<file path="config.mk">
export PLATFORM = sky130hd
export DESIGN_NAME = boot_flash_protection_and_self_program
export DESIGN_NICKNAME = d
export VERILOG_FILES = /design/src/boot_flash_protection_and_self_program.v /design/src/page_buffer.v
export VERILOG_INCLUDE_DIRS = /design/src /design/src/src
export SDC_FILE = /design/constraint.sdc
export NUM_CORES = 2
export LEC_CHECK = 0
export ABC_AREA = 1
export BUFFER_PORTS_ARGS = -buffer_cell sky130_fd_sc_hd__buf_2
export CORE_MARGIN = 10
export CORE_UTILIZATION = 35
export CTS_CLUSTER_DIAMETER = 80
export DETAILED_ROUTE_END_ITERATION = 8
export PLACE_DENSITY = 0.57
export SLEW_MARGIN = 40
export SYNTH_ARGS = -nofsm -noshare
export SYNTH_HDL_FRONTEND = slang
export SYNTH_SLANG_ARGS = --single-unit
export TNS_END_PERCENT = 100
</file>
<file path="constraint.sdc">
create_clock -name clk -period 10.1 [get_ports clk]
set_input_delay 2.02 -clock clk [delete_from_list [all_inputs] [get_ports clk]]
set_output_delay 2.02 -clock clk [all_outputs]
set_load 0.03 [all_outputs]
</file>
<file path="src/boot_prot_defs.vh">
// constants for the boot flash protection and self-program block
`ifndef BOOT_PROT_DEFS_VH
`define BOOT_PROT_DEFS_VH

// ********************************
// register word offsets (word address)
// ********************************
`define OFS_POINTER     4'h0
`define OFS_LOCKS       4'h1
`define OFS_FUSE        4'h2
`define OFS_COMMAND     4'h3
`define OFS_STATUS      4'h4
`define OFS_BUFDATA     4'h5
`define OFS_LOADADDR    4'h6
`define OFS_LOADDATA    4'h7
`define OFS_EXEC        4'h8

// ********************************
// command codes written to the command register
// ********************************
`define CMD_PAGE_LOAD   3'h1
`define CMD_PAGE_ERASE  3'h2
`define CMD_PAGE_WRITE  3'h3
`define CMD_LOCK_SET    3'h4
`define CMD_LOAD_BYTE   3'h5
`define CMD_CHIP_ERASE  3'h6

// ********************************
// geometry and reset values
// ********************************
`define WORD_BITS       6
`define PAGE_WORDS      64
`define BOOT_START      16'h3800
`define NO_CONCURRENT_READ_SECTION_START      16'h3800
`define BOOT_VECTOR     16'h3800
`define APP_VECTOR      16'h0000
`define LOCKS_ERASED    8'hff
`define LOCK_MODE1      2'h3
`define LOCK_MODE2      2'h2
`define LOCK_MODE3      2'h0
`define LOCK_MODE4      2'h1
`define PROG_TIME_NS    4000
`define CLK_NS          4
`define UNMAPPED_DATA   32'h00000000

`endif

</file>
<file path="src/boot_flash_protection_and_self_program.v">
// protection, addressing and self-program control of program flash
//
// Design decisions made here: the Avalon-MM register port and the register addresses.
`timescale 1ns/1ps
`include "boot_prot_defs.vh"

// Behaviour
// - lock bits only program toward zero; only chip erase or reset restores ones
// - general write lock does not block store-to-program-memory
// - general read/write lock does not restrict loads or stores
// - application lock mode 1 allows all access to application section
// - application lock modes 2 and 3 refuse stores into application
// - application modes 3,4 refuse boot-executed loads of application
// - application modes 3,4 with boot vectors mask irqs in application
// - boot lock mode 1 allows all access to boot section
// - boot lock modes 2 and 3 refuse stores into boot section
// - boot modes 3,4 refuse application-executed loads of boot section
// - boot modes 3,4 with application vectors mask irqs in boot
// - reset vector is 0x0000 if boot fuse one, else boot address
// - no software path changes fuses
// - store address comes from 16-bit pointer: page and word fields
// - target address latched when an operation starts
// - lock-setting store ignores pointer contents
// - loads address bytes; pointer bit 0 selects low or high byte
// - page buffer loaded one word per store, before or after erase
// - page buffer accepts word loads in any order
// - erase or write to no-concurrent-read section stalls processor
module boot_flash_protection_and_self_program #(
  parameter PROG_CYCLES = `PROG_TIME_NS / `CLK_NS
) (
  input  wire        clk,                    // system clock 250 MHz
  input  wire        rstn,                   // sync reset, active low
  input  wire [3:0]  address,                // avalon word address
  input  wire        read,                   // avalon read
  input  wire        write,                  // avalon write
  input  wire [31:0] writedata,              // avalon write data
  input  wire [3:0]  byteenable,             // avalon byte enables
  output reg  [31:0] readdata,               // avalon read data
  output wire        waitrequest,            // avalon wait
  input  wire        boot_reset_select_fuse, // strap, 0 = programmed
  input  wire        execInBoot,             // core executes from boot
  input  wire        vectorsInBoot,          // vectors moved to boot
  input  wire        chipErase,              // external whole-chip erase
  output wire        irqMask,                // masks core interrupts
  output wire        cpuStall,               // halts core
  output reg  [15:0] resetVector,            // fetch address after reset
  output reg         flashWe,                // one-cycle word program
  output reg  [15:0] flashAddr,              // latched word address
  output reg  [15:0] flashWdata,             // word to program
  output reg         flashErase,             // one-cycle page erase
  input  wire [15:0] flashRdata              // flash word at flashAddr
);

  // ********************************
  // state encodings
  // ********************************
  localparam [3:0] ST_IDLE  = 4'b0001;
  localparam [3:0] ST_BUSY  = 4'b0010;
  localparam [3:0] ST_WRITE = 4'b0100;
  localparam [3:0] ST_READ  = 4'b1000;

  localparam [15:0] PROG_CNT = PROG_CYCLES[15:0];

  // ********************************
  // section decode
  // ********************************
  function inBoot;
    input [15:0] wordAddr;
    begin
      inBoot = (wordAddr >= `BOOT_START);
    end
  endfunction

  function inNrww;
    input [15:0] wordAddr;
    begin
      inNrww = (wordAddr >= `NO_CONCURRENT_READ_SECTION_START);
    end
  endfunction

  reg  [15:0] pointer_q;      // pointer high and low bytes
  reg  [7:0]  locks_q;        // lock byte, one means unprogrammed
  reg  [15:0] loadData_q;     // word staged for a page load
  reg  [7:0]  loadByte_q;     // byte returned by the last load
  reg  [2:0]  cmd_q;          // last command code
  reg         refused_q;      // last operation refused
  reg  [3:0]  state_q;        // sequencer state
  reg  [15:0] count_q;        // programming time counter
  reg  [15:0] opAddr_q;       // latched target word address
  reg         opWrite_q;      // latched: write (1) or erase (0)
  reg  [`WORD_BITS-1:0] wIdx_q; // word index during page write
  reg         fuseSeen_q;     // strap captured after reset
  reg         bootFuse_q;     // captured boot-reset fuse
  reg         fuseSync1_q;    // strap synchroniser stage 1
  reg         fuseSync2_q;    // strap synchroniser stage 2
  reg         nrwwOp_q;       // operation targets stall section
  reg         ack_q;          // bus answer pulse

  wire [1:0]  appMode  = locks_q[3:2];
  wire [1:0]  bootMode = locks_q[5:4];
  wire        busReq   = read | write;
  wire [15:0] zWord    = {1'b0, pointer_q[15:1]};

  // general lock bits 1:0 never enter these terms
  wire appStoreBlk  = (appMode == `LOCK_MODE2) || (appMode == `LOCK_MODE3);
  wire bootStoreBlk = (bootMode == `LOCK_MODE2) ||
                      (bootMode == `LOCK_MODE3);
  wire appReadBlk   = (appMode == `LOCK_MODE3) || (appMode == `LOCK_MODE4);
  wire bootReadBlk  = (bootMode == `LOCK_MODE3) ||
                      (bootMode == `LOCK_MODE4);

  // mode 1 sets no block term, so access passes
  wire storeBlk = inBoot(zWord) ? bootStoreBlk : appStoreBlk;
  wire loadBlk  = inBoot(zWord) ? (!execInBoot && bootReadBlk)
                                : (execInBoot && appReadBlk);

  // ********************************
  // interrupt masking
  // ********************************
  // masked in application when vectors sit in boot
  // masked in boot when vectors sit in application
  assign irqMask = (vectorsInBoot && !execInBoot && appReadBlk) ||
                   (!vectorsInBoot && execInBoot && bootReadBlk);

  // stall for the whole of an operation on the stall section
  assign cpuStall = (state_q != ST_IDLE) && nrwwOp_q;

  // bus waits while load sequencing runs; ack ends every access
  assign waitrequest = busReq && !ack_q;

  wire wrHit = write && !ack_q;
  wire cmdGo = wrHit && (address == `OFS_COMMAND) &&
               (state_q == ST_IDLE);

  // ********************************
  // reset vector from strap
  // ********************************
  // fuse is an input only; no bus write reaches it
  always @(posedge clk) begin
    fuseSync1_q <= boot_reset_select_fuse;
    fuseSync2_q <= fuseSync1_q;
    if (!rstn) begin
      fuseSeen_q  <= 1'b0;
      bootFuse_q  <= 1'b1;
      resetVector <= `APP_VECTOR;
    end else begin
      if (!fuseSeen_q) begin
        fuseSeen_q <= 1'b1;
        bootFuse_q <= fuseSync2_q;
      end
      // one selects zero, zero selects boot
      resetVector <= (fuseSeen_q ? bootFuse_q : fuseSync2_q) ?
                     `APP_VECTOR : `BOOT_VECTOR;
    end
  end

  // ********************************
  // page buffer
  // ********************************
  wire        bufLoad = cmdGo && (writedata[2:0] == `CMD_PAGE_LOAD);
  wire        bufClr  = (state_q == ST_WRITE) && (count_q == 16'h0000) &&
                        (wIdx_q == {`WORD_BITS{1'b1}});
  wire [15:0] bufRd;
  // read one word ahead: the buffer output is registered, so each
  // program pulse must see the word of its own index, not the last one
  wire [`WORD_BITS-1:0] rdNext =
    ((state_q == ST_WRITE) && (count_q == 16'h0000)) ?
    wIdx_q + {{(`WORD_BITS-1){1'b0}}, 1'b1} : wIdx_q;

  // one word per load, legal before or after the erase
  page_buffer u_buf (
    .clk    (clk),
    .rstn   (rstn),
    .wrEn   (bufLoad),
    .wrIdx  (zWord[`WORD_BITS-1:0]),
    .wrData (loadData_q),
    .clrAll (bufClr),
    .rdIdx  (rdNext),
    .rdData (bufRd)
  );

  // ********************************
  // register file, commands and sequencer
  // ********************************
  always @(posedge clk) begin
    if (!rstn) begin
      pointer_q  <= 16'h0000;
      locks_q    <= `LOCKS_ERASED;
      loadData_q <= 16'h0000;
      loadByte_q <= 8'h00;
      cmd_q      <= 3'h0;
      refused_q  <= 1'b0;
      state_q    <= ST_IDLE;
      count_q    <= 16'h0000;
      opAddr_q   <= 16'h0000;
      opWrite_q  <= 1'b0;
      wIdx_q     <= {`WORD_BITS{1'b0}};
      nrwwOp_q   <= 1'b0;
      ack_q      <= 1'b0;
      readdata   <= `UNMAPPED_DATA;
      flashWe    <= 1'b0;
      flashErase <= 1'b0;
      flashAddr  <= 16'h0000;
      flashWdata <= 16'h0000;
    end else begin
      flashWe    <= 1'b0;
      flashErase <= 1'b0;
      ack_q      <= 1'b0;
      // loads take a flash read cycle; others answer next edge
      if (busReq && !ack_q && !(cmdGo &&
          writedata[2:0] == `CMD_LOAD_BYTE)) begin
        ack_q <= (state_q != ST_READ);
      end
      if (read && !ack_q) begin
        case (address)
          `OFS_POINTER:  readdata <= {16'h0000, pointer_q};
          `OFS_LOCKS:    readdata <= {24'h000000, locks_q};
          `OFS_FUSE:     readdata <= {31'h0, bootFuse_q};
          `OFS_COMMAND:  readdata <= {29'h0, cmd_q};
          `OFS_STATUS:   readdata <= {27'h0, refused_q, state_q};
          `OFS_BUFDATA:  readdata <= {24'h000000, loadByte_q};
          `OFS_LOADDATA: readdata <= {16'h0000, loadData_q};
          default:       readdata <= `UNMAPPED_DATA;
        endcase
      end
      if (wrHit && address == `OFS_POINTER) begin
        if (byteenable[0]) pointer_q[7:0]  <= writedata[7:0];
        if (byteenable[1]) pointer_q[15:8] <= writedata[15:8];
      end
      if (wrHit && address == `OFS_LOADDATA) begin
        if (byteenable[0]) loadData_q[7:0]  <= writedata[7:0];
        if (byteenable[1]) loadData_q[15:8] <= writedata[15:8];
      end
      // besides reset, chip erase alone returns lock bits to one
      if (chipErase) begin
        locks_q <= `LOCKS_ERASED;
      end else if (wrHit && address == `OFS_LOCKS) begin
        locks_q <= locks_q & writedata[7:0];
      end
      case (state_q)
        ST_IDLE: begin
          if (cmdGo) begin
            cmd_q     <= writedata[2:0];
            refused_q <= 1'b0;
            case (writedata[2:0])
              `CMD_PAGE_ERASE, `CMD_PAGE_WRITE: begin
                if (storeBlk) begin
                  refused_q <= 1'b1;
                end else begin
                  opAddr_q  <= {zWord[15:`WORD_BITS],
                                {`WORD_BITS{1'b0}}};
                  opWrite_q <= (writedata[2:0] == `CMD_PAGE_WRITE);
                  nrwwOp_q  <= inNrww(zWord);
                  count_q   <= PROG_CNT;
                  wIdx_q    <= {`WORD_BITS{1'b0}};
                  state_q   <= (writedata[2:0] == `CMD_PAGE_WRITE) ?
                               ST_WRITE : ST_BUSY;
                end
              end
              `CMD_LOCK_SET: begin
                // bits only program toward zero; chip erase wins
                if (!chipErase) begin
                  locks_q <= locks_q & loadData_q[7:0];
                end
              end
              `CMD_LOAD_BYTE: begin
                if (loadBlk) begin
                  refused_q  <= 1'b1;
                  loadByte_q <= 8'h00;
                  ack_q      <= 1'b1;
                end else begin
                  flashAddr <= zWord;
                  state_q   <= ST_READ;
                end
              end
              default: ;
            endcase
          end
        end
        ST_READ: begin
          // pointer bit 0 picks the byte
          loadByte_q <= pointer_q[0] ? flashRdata[15:8] : flashRdata[7:0];
          ack_q      <= 1'b1;
          state_q    <= ST_IDLE;
        end
        ST_BUSY: begin
          flashAddr <= opAddr_q;
          if (count_q == PROG_CNT) flashErase <= 1'b1;
          if (count_q == 16'h0000) state_q <= ST_IDLE;
          else count_q <= count_q - 16'h0001;
        end
        ST_WRITE: begin
          // wait the programming time, then burst the buffer to flash word by word
          flashAddr  <= opAddr_q | {{(16-`WORD_BITS){1'b0}}, wIdx_q};
          flashWdata <= bufRd;
          if (count_q == 16'h0000) begin
            flashWe <= 1'b1;
            if (wIdx_q == {`WORD_BITS{1'b1}}) state_q <= ST_IDLE;
            wIdx_q <= wIdx_q + {{(`WORD_BITS-1){1'b0}}, 1'b1};
          end else begin
            count_q <= count_q - 16'h0001;
          end
        end
        default: state_q <= ST_IDLE;
      endcase
    end
  end

endmodule

</file>
<file path="src/page_buffer.v">
// temporary page buffer, one word per load, any word offset
`timescale 1ns/1ps
`include "boot_prot_defs.vh"

module page_buffer (
  input  wire                  clk,      // system clock
  input  wire                  rstn,     // sync reset, active low
  input  wire                  wrEn,     // load one word
  input  wire [`WORD_BITS-1:0] wrIdx,    // word offset in page
  input  wire [15:0]           wrData,   // word to load
  input  wire                  clrAll,   // auto-erase after page write
  input  wire [`WORD_BITS-1:0] rdIdx,    // word offset to read
  output reg  [15:0]           rdData    // registered read word
);

  reg [15:0] mem [0:`PAGE_WORDS-1];
  integer i;

  // ********************************
  // storage; erased to all ones like blank flash
  // ********************************
  // random-order word loads
  always @(posedge clk) begin
    if (!rstn || clrAll) begin
      for (i = 0; i < `PAGE_WORDS; i = i + 1) begin
        mem[i] <= 16'hffff;
      end
    end else if (wrEn) begin
      mem[wrIdx] <= wrData;
    end
    rdData <= mem[rdIdx];
  end

endmodule

</file>
* Word-level counts from Yosys, hierarchy flattened *
Memory sizes are Yosys's and may differ from the RTL's. A register that Yosys moved wholly into a read port is not among the register bits.
Cells that the tools add are included.

cells by class
  add/sub/neg operators = 2
  $lt $le $gt $ge = 1
  eq/ne operators = 36
  muxes and demuxes = 59
  bitwise operators = 5
  reduce and logical (&&, ||, !) cells = 55

operators by type and width
  operator                 number
  $mux W16                 8
  $pmux W16 S7             1
  $mux W8                  10
  $pmux W16 S3             1
  $mux W6                  6
  $pmux W16 S2             1
  $mux W4                  6
  $logic_and A1 B1 Y1      20
  $mux W1                  18
  $and A8 B8 Y8            2
  $eq A16 B10 Y1 const B   1
  $eq A4 B3 Y1 const B     4
  $logic_not A16 Y1        1
  $pmux W8 S2              1
  $reduce_or A16 Y1        1
  $sub A16 B1 Y16 const B  1
  $ge A15 B14 Y1 const B   1
  $or A15 B6 Y15           1
  $mux W14                 1
  $reduce_and A2 Y1        7
  $eq A4 B2 Y1 const B     3
  $ne A2 B2 Y1 const B     6
  $pmux W4 S3              1
  $pmux W6 S2              1
  29 further kinds         55

word-level totals
  bits in registers = 175
  RAM bits = 1,024
  input port bits = 64
  output and inout port bits = 85
  word-level logic and storage cells = 183
  memories = 1

memories
  memory     words  width  rd ports  clocked after memory_dff  write ports  RTL line          source
  u_buf.mem  64     16     1         1                         64           page_buffer.v:16  reg [15:0] mem [0:`PAGE_WORDS-1];

* Longest topological paths before layout *
  word-level depth = 12
  depth in mapped cells = 16
  depth with buffers taken out = 16

* Modules after synthesis *
Synthesis repeated with hierarchy kept, for this count alone.

unflattened totals
  cells, all modules = 5,813
  area, all modules = 54,025.6 um^2

modules (own cells, without submodules)
  module                                  instances  cells an instance  area an instance (um^2)  seq. area each (um^2)
  page_buffer                             1          4,834              47,267.8                 31,069.8
  boot_flash_protection_and_self_program  1          979                6,757.7                  2,862.7

* Least setup slack after synthesis *
Ideal clock, no wire load.

  path type = in2reg
  from = input port address[2]
  to = memory u_buf.mem[27][0] (enable)
  library setup time = 0.411 ns
  arrival time = 4.689 ns
  data required time = 9.689 ns
  path slack = 5.000 ns
  stages = 12
  buffers on the path = 1
  path through = inv_1 nand2_1 nor2_1 nand2_1 nor2_4 inv_2 nor2_2 nand3_2 inv_4 nand4_4 buf_2 o21ai_0

RTL lines
  what                RTL line                                     source
  start: declaration  boot_flash_protection_and_self_program.v:33  input wire [3:0] address,
  end: declaration    page_buffer.v:16

* Final worst setup path *
  from = register state_q[0]
  to = register u_buf.rdData[7], read port of u_buf.mem

between the ends
  cells in the longest elaborated chain, start to end = 3

RTL lines
  what                      RTL line                                      source
  start: declaration        boot_flash_protection_and_self_program.v:87   reg [3:0] state_q;
  start signal: assignment  boot_flash_protection_and_self_program.v:256  state_q <= (writedata[2:0] == `CMD_PAGE_WRITE) ?
  $eq A4 B3 Y1              boot_flash_protection_and_self_program.v:167  ((state_q == ST_WRITE) && (count_q == 16'h0000)) ?
  $logic_and A1 B1 Y1       boot_flash_protection_and_self_program.v:167
  $mux W6                   boot_flash_protection_and_self_program.v:167
  end: declaration          page_buffer.v:13                              output reg [15:0] rdData

No other way between the ends.
A chain may end at the register's enable or synchronous reset.

==> flow_metrics.env <==
export IMPL_max_slew_margin_rel=0.3979
export IMPL_synthTopCellsByArea="edfxtp_1 (54%), nand2_1 (14%), nand3_1 (9.7%), inv_1 (6.6%), dfxtp_1 (5.6%)"
export IMPL_cts_max_level=4
export IMPL_skew_ns=0.02679
export IMPL_r2r_setup_slack_ns=4.86
export IMPL_boundaryPins=149
export IMPL_final_common_cell="nand2_1"
export IMPL_layout_min_cycle_time_ns=5.241
export IMPL_drt_drc_violations_left=0
export IMPL_cts_resized_gates=0
export IMPL_holdPathStages=0
export IMPL_synth_largest_area_cell="edfxtp_1"
export IMPL_io_buffers=100
export IMPL_fmax_ghz=0.1908
export IMPL_cp_slowest_cell="nand2_8"
export IMPL_antenna_left=0
export IMPL_yosysSeqAreaShare=0.5968
export IMPL_track_usage=0.1870
export IMPL_rr_worst_depth=18
export IMPL_path_clk_slew_ns=0.06
export IMPL_grt_ovfl_total=0
export IMPL_cts_tree="yes"
export IMPL_power_density_mw_per_mm2=168.7
export IMPL_post_cts_buffers=0
export IMPL_syn_instance_count=6535
export IMPL_tightest_slew_ns=0.9031
export IMPL_hp_start="fuseSync1_q"
export IMPL_cap_violations=0
export IMPL_via_per_inst=4.995
export IMPL_initial_core_util=0.3533
export IMPL_root_buffer="clkbuf_16"
export IMPL_design_area_mm2=0.06368
export IMPL_synth_edff_count=1024
export IMPL_drive_gt1_frac=0.08191
export IMPL_dp_cells=8454
export IMPL_tns_ns=0
export IMPL_finalHoldViolations=0
export IMPL_die_h_um=423.1
export IMPL_end_kind="flip-flop"
export IMPL_final_max_slew_viol_count=0
export IMPL_grt_max_degree=169
export IMPL_cp_start_kind="flip-flop"
export IMPL_synth_ff_type="edfxtp_1"
export IMPL_gp_congestion=0.8400
export IMPL_avgSynthCellArea_um2=8.701
export IMPL_fin_cells=8705
export IMPL_grt_pass1_wl_um=258100
export IMPL_cts_buffers=135
export IMPL_ys_async_sr_fraction=0
export IMPL_dr_pass1_iters=6
export IMPL_holdWs_ns=0.3294
export IMPL_wirelength_um=172800
export IMPL_cts_sinks=1183
export IMPL_postCtsHoldBufs=0
export IMPL_layout_common_cells="nand2_1 (2105), nand3_1 (1097), edfxtp_1 (1024), inv_1 (988), dfxtp_1 (159)"
export IMPL_min_delay_path_class="reg2reg"
export IMPL_vias=43480
export IMPL_worstReg2RegEnd="u_buf.rdData[7]"
export IMPL_crit_chain="nor2_1 -> inv_1 -> nor2_4 -> buf_8 -> nand3_2 -> nand2_8 -> nand2_4 -> buf_12 -> buf_16 -> buf_4 -> nand2_1 -> nand2_1 -> nand2_1 -> nand3_1 -> nand3_1 -> nand3_1 -> nand3_1 -> nand2_1"
export IMPL_cts_buffer_depth=3
export IMPL_syn_to_final_growth_pct=12.00
export IMPL_grt_antenna_before_repair=5
export IMPL_row_count=147
export IMPL_post_route_util=0.3957
export IMPL_crit_type="reg2reg"
export IMPL_drtIter0Drc=4521
export IMPL_insertion_delay_ns=0.77
export IMPL_critPathMaxStageDelay_ns=0.58
export IMPL_required_ns=10.75
export IMPL_grt_pass1_vias=40570
export IMPL_fin_crit_sh=0.5189
export IMPL_nNetsFinal=6500
export IMPL_ys_seq_elements=1183
export IMPL_die_area_mm2=0.1790
export IMPL_synth_top_area_share=0.5408
export IMPL_place_hpwl_um=101700
export IMPL_hold_path_end="fuseSync2_q"
export IMPL_cp_max_fo=91
export IMPL_crit_reg2reg_launch="state_q[0]"
export IMPL_die_x_um=423.1
export IMPL_status="finished, final reports clean"
export IMPL_ys_warn_count=0
export IMPL_vdd_drop_max_v=0.0001553
export IMPL_setup_viol=0
export IMPL_dpl_cell_area_mm2=0.05922
export IMPL_wire_per_inst_um=19.85
export IMPL_rsz0062_at_grt="false"
export IMPL_core_mm2=0.1609
export IMPL_arrival_ns=5.89
export IMPL_syn_area_mm2=0.05686
export IMPL_cellLeakagePower_nw=25.71
export IMPL_synth_cell_types=40
==> state kept, by name, indices dropped and copies added (netlist names), 4 cells and up <==
name          cells
wIdx_q            6
pointer_q        16
locks_q           8
u_buf.rdData     16
count_q          16
loadData_q       16
flashWdata       16
loadByte_q        8
opAddr_q          9
flashAddr        15
state_q           4
u_buf.mem      1024
readdata         16
==> worst max path at each step <==
stage               start                 to  slack [ns]  depth (start not counted)
2_1_floorplan  address[2]   u_buf.mem[27][0]        5.00                         12
3_3_place_gp   address[2]   u_buf.mem[36][0]        4.39                         14
3_5_place_dp   address[2]  u_buf.mem[35][13]        4.37                         14
4_1_cts        state_q[0]    u_buf.rdData[7]        5.03                         17
5_1_grt        state_q[0]    u_buf.rdData[7]        4.58                         18
6_report       state_q[0]    u_buf.rdData[7]        4.86                         18
==> cell usage after synthesis, types with 2 or more instances <==
cell / count
buf_1: 36
nor3_1: 23
o21ai_0: 176
buf_4: 45
nor3_2: 2
buf_2: 165
nor2_1: 142
clkbuf_1: 247
nand4_1: 8
nor2_2: 38
nor4_1: 3
a211oi_1: 3
ha_1: 3
clkinv_1: 6
a21oi_1: 110
a221oi_1: 8
o221ai_1: 5
edfxtp_1: 1024
a31oi_1: 2
inv_1: 1006
o21ai_1: 3
nor2_4: 5
nand3b_1: 65
nor3b_1: 2
xor2_1: 7
nand2_1: 2109
o2111ai_1: 3
nand3_2: 2
nand3_1: 1099
dfxtp_1: 159
o22ai_1: 12
inv_2: 7
nand4_4: 2
xnor2_1: 2
==> report_power, final <==
group          internal (mW)  leakage (nW)  switching, mW
sequential              5.32          8.21         0.0272
combinational          0.121          15.4          0.375
clock                   2.82          2.15           2.08
total                   8.26          25.7           2.48
==> critical path: cells and delay by family (launching register included) <==
family                 cells  cell delay [ns]
and+or+nand+nor           13             3.12
buffers and inverters      5             1.42
DFF                        1             0.37
==> cells by family after synthesis <==
family,share of synthesized area
AO/OA/AOI/OAI,0.03013
XOR/XNOR,0.001386
adder cells (fa/ha/maj),0.0006602
buffers and inverters,0.1065
flip-flops,0.5968
other,0.00006595
AND/OR/NAND/NOR,0.2644
==> metrics by stage <==
| step | setup WS, ns | total power [mW] |
|---|---|---|
| final | 4.859 | 10.74 |
| after global routing | 4.577 | 11.05 |
| after global placement | 4.393 | 5.934 |
| after CTS | 5.027 | 10.80 |
| after detailed placement | 4.368 | 5.943 |
| after floorplan | 5.000 | 5.789 |
==> final cells by class <==
cell class	instances	area (um2)
clock buffer	184	3689
multi-input combinational	3868	17230
timing repair buffer	225	1593
clock inverter	64	676.9
tap	2160	2703
fill	15920	97260
inverter	1020	3859
antenna	1	2.502
sequential	1183	33930
==> metal layers <==
| layer | vias up | global-route usage | wire length (um) | share of wire |
|---|---|---|---|---|
| met5 | - | 0 | 62 | 0.00036 |
| met4 | 8 | 0.06918 | 6216 | 0.036 |
| met3 | 278 | 0.02952 | 13610 | 0.079 |
| met2 | 1658 | 0.2921 | 78330 | 0.45 |
| met1 | 20840 | 0.2609 | 74580 | 0.43 |
| li1 | 20700 | - | - | - |
Power figures use the tool's default switching activity.
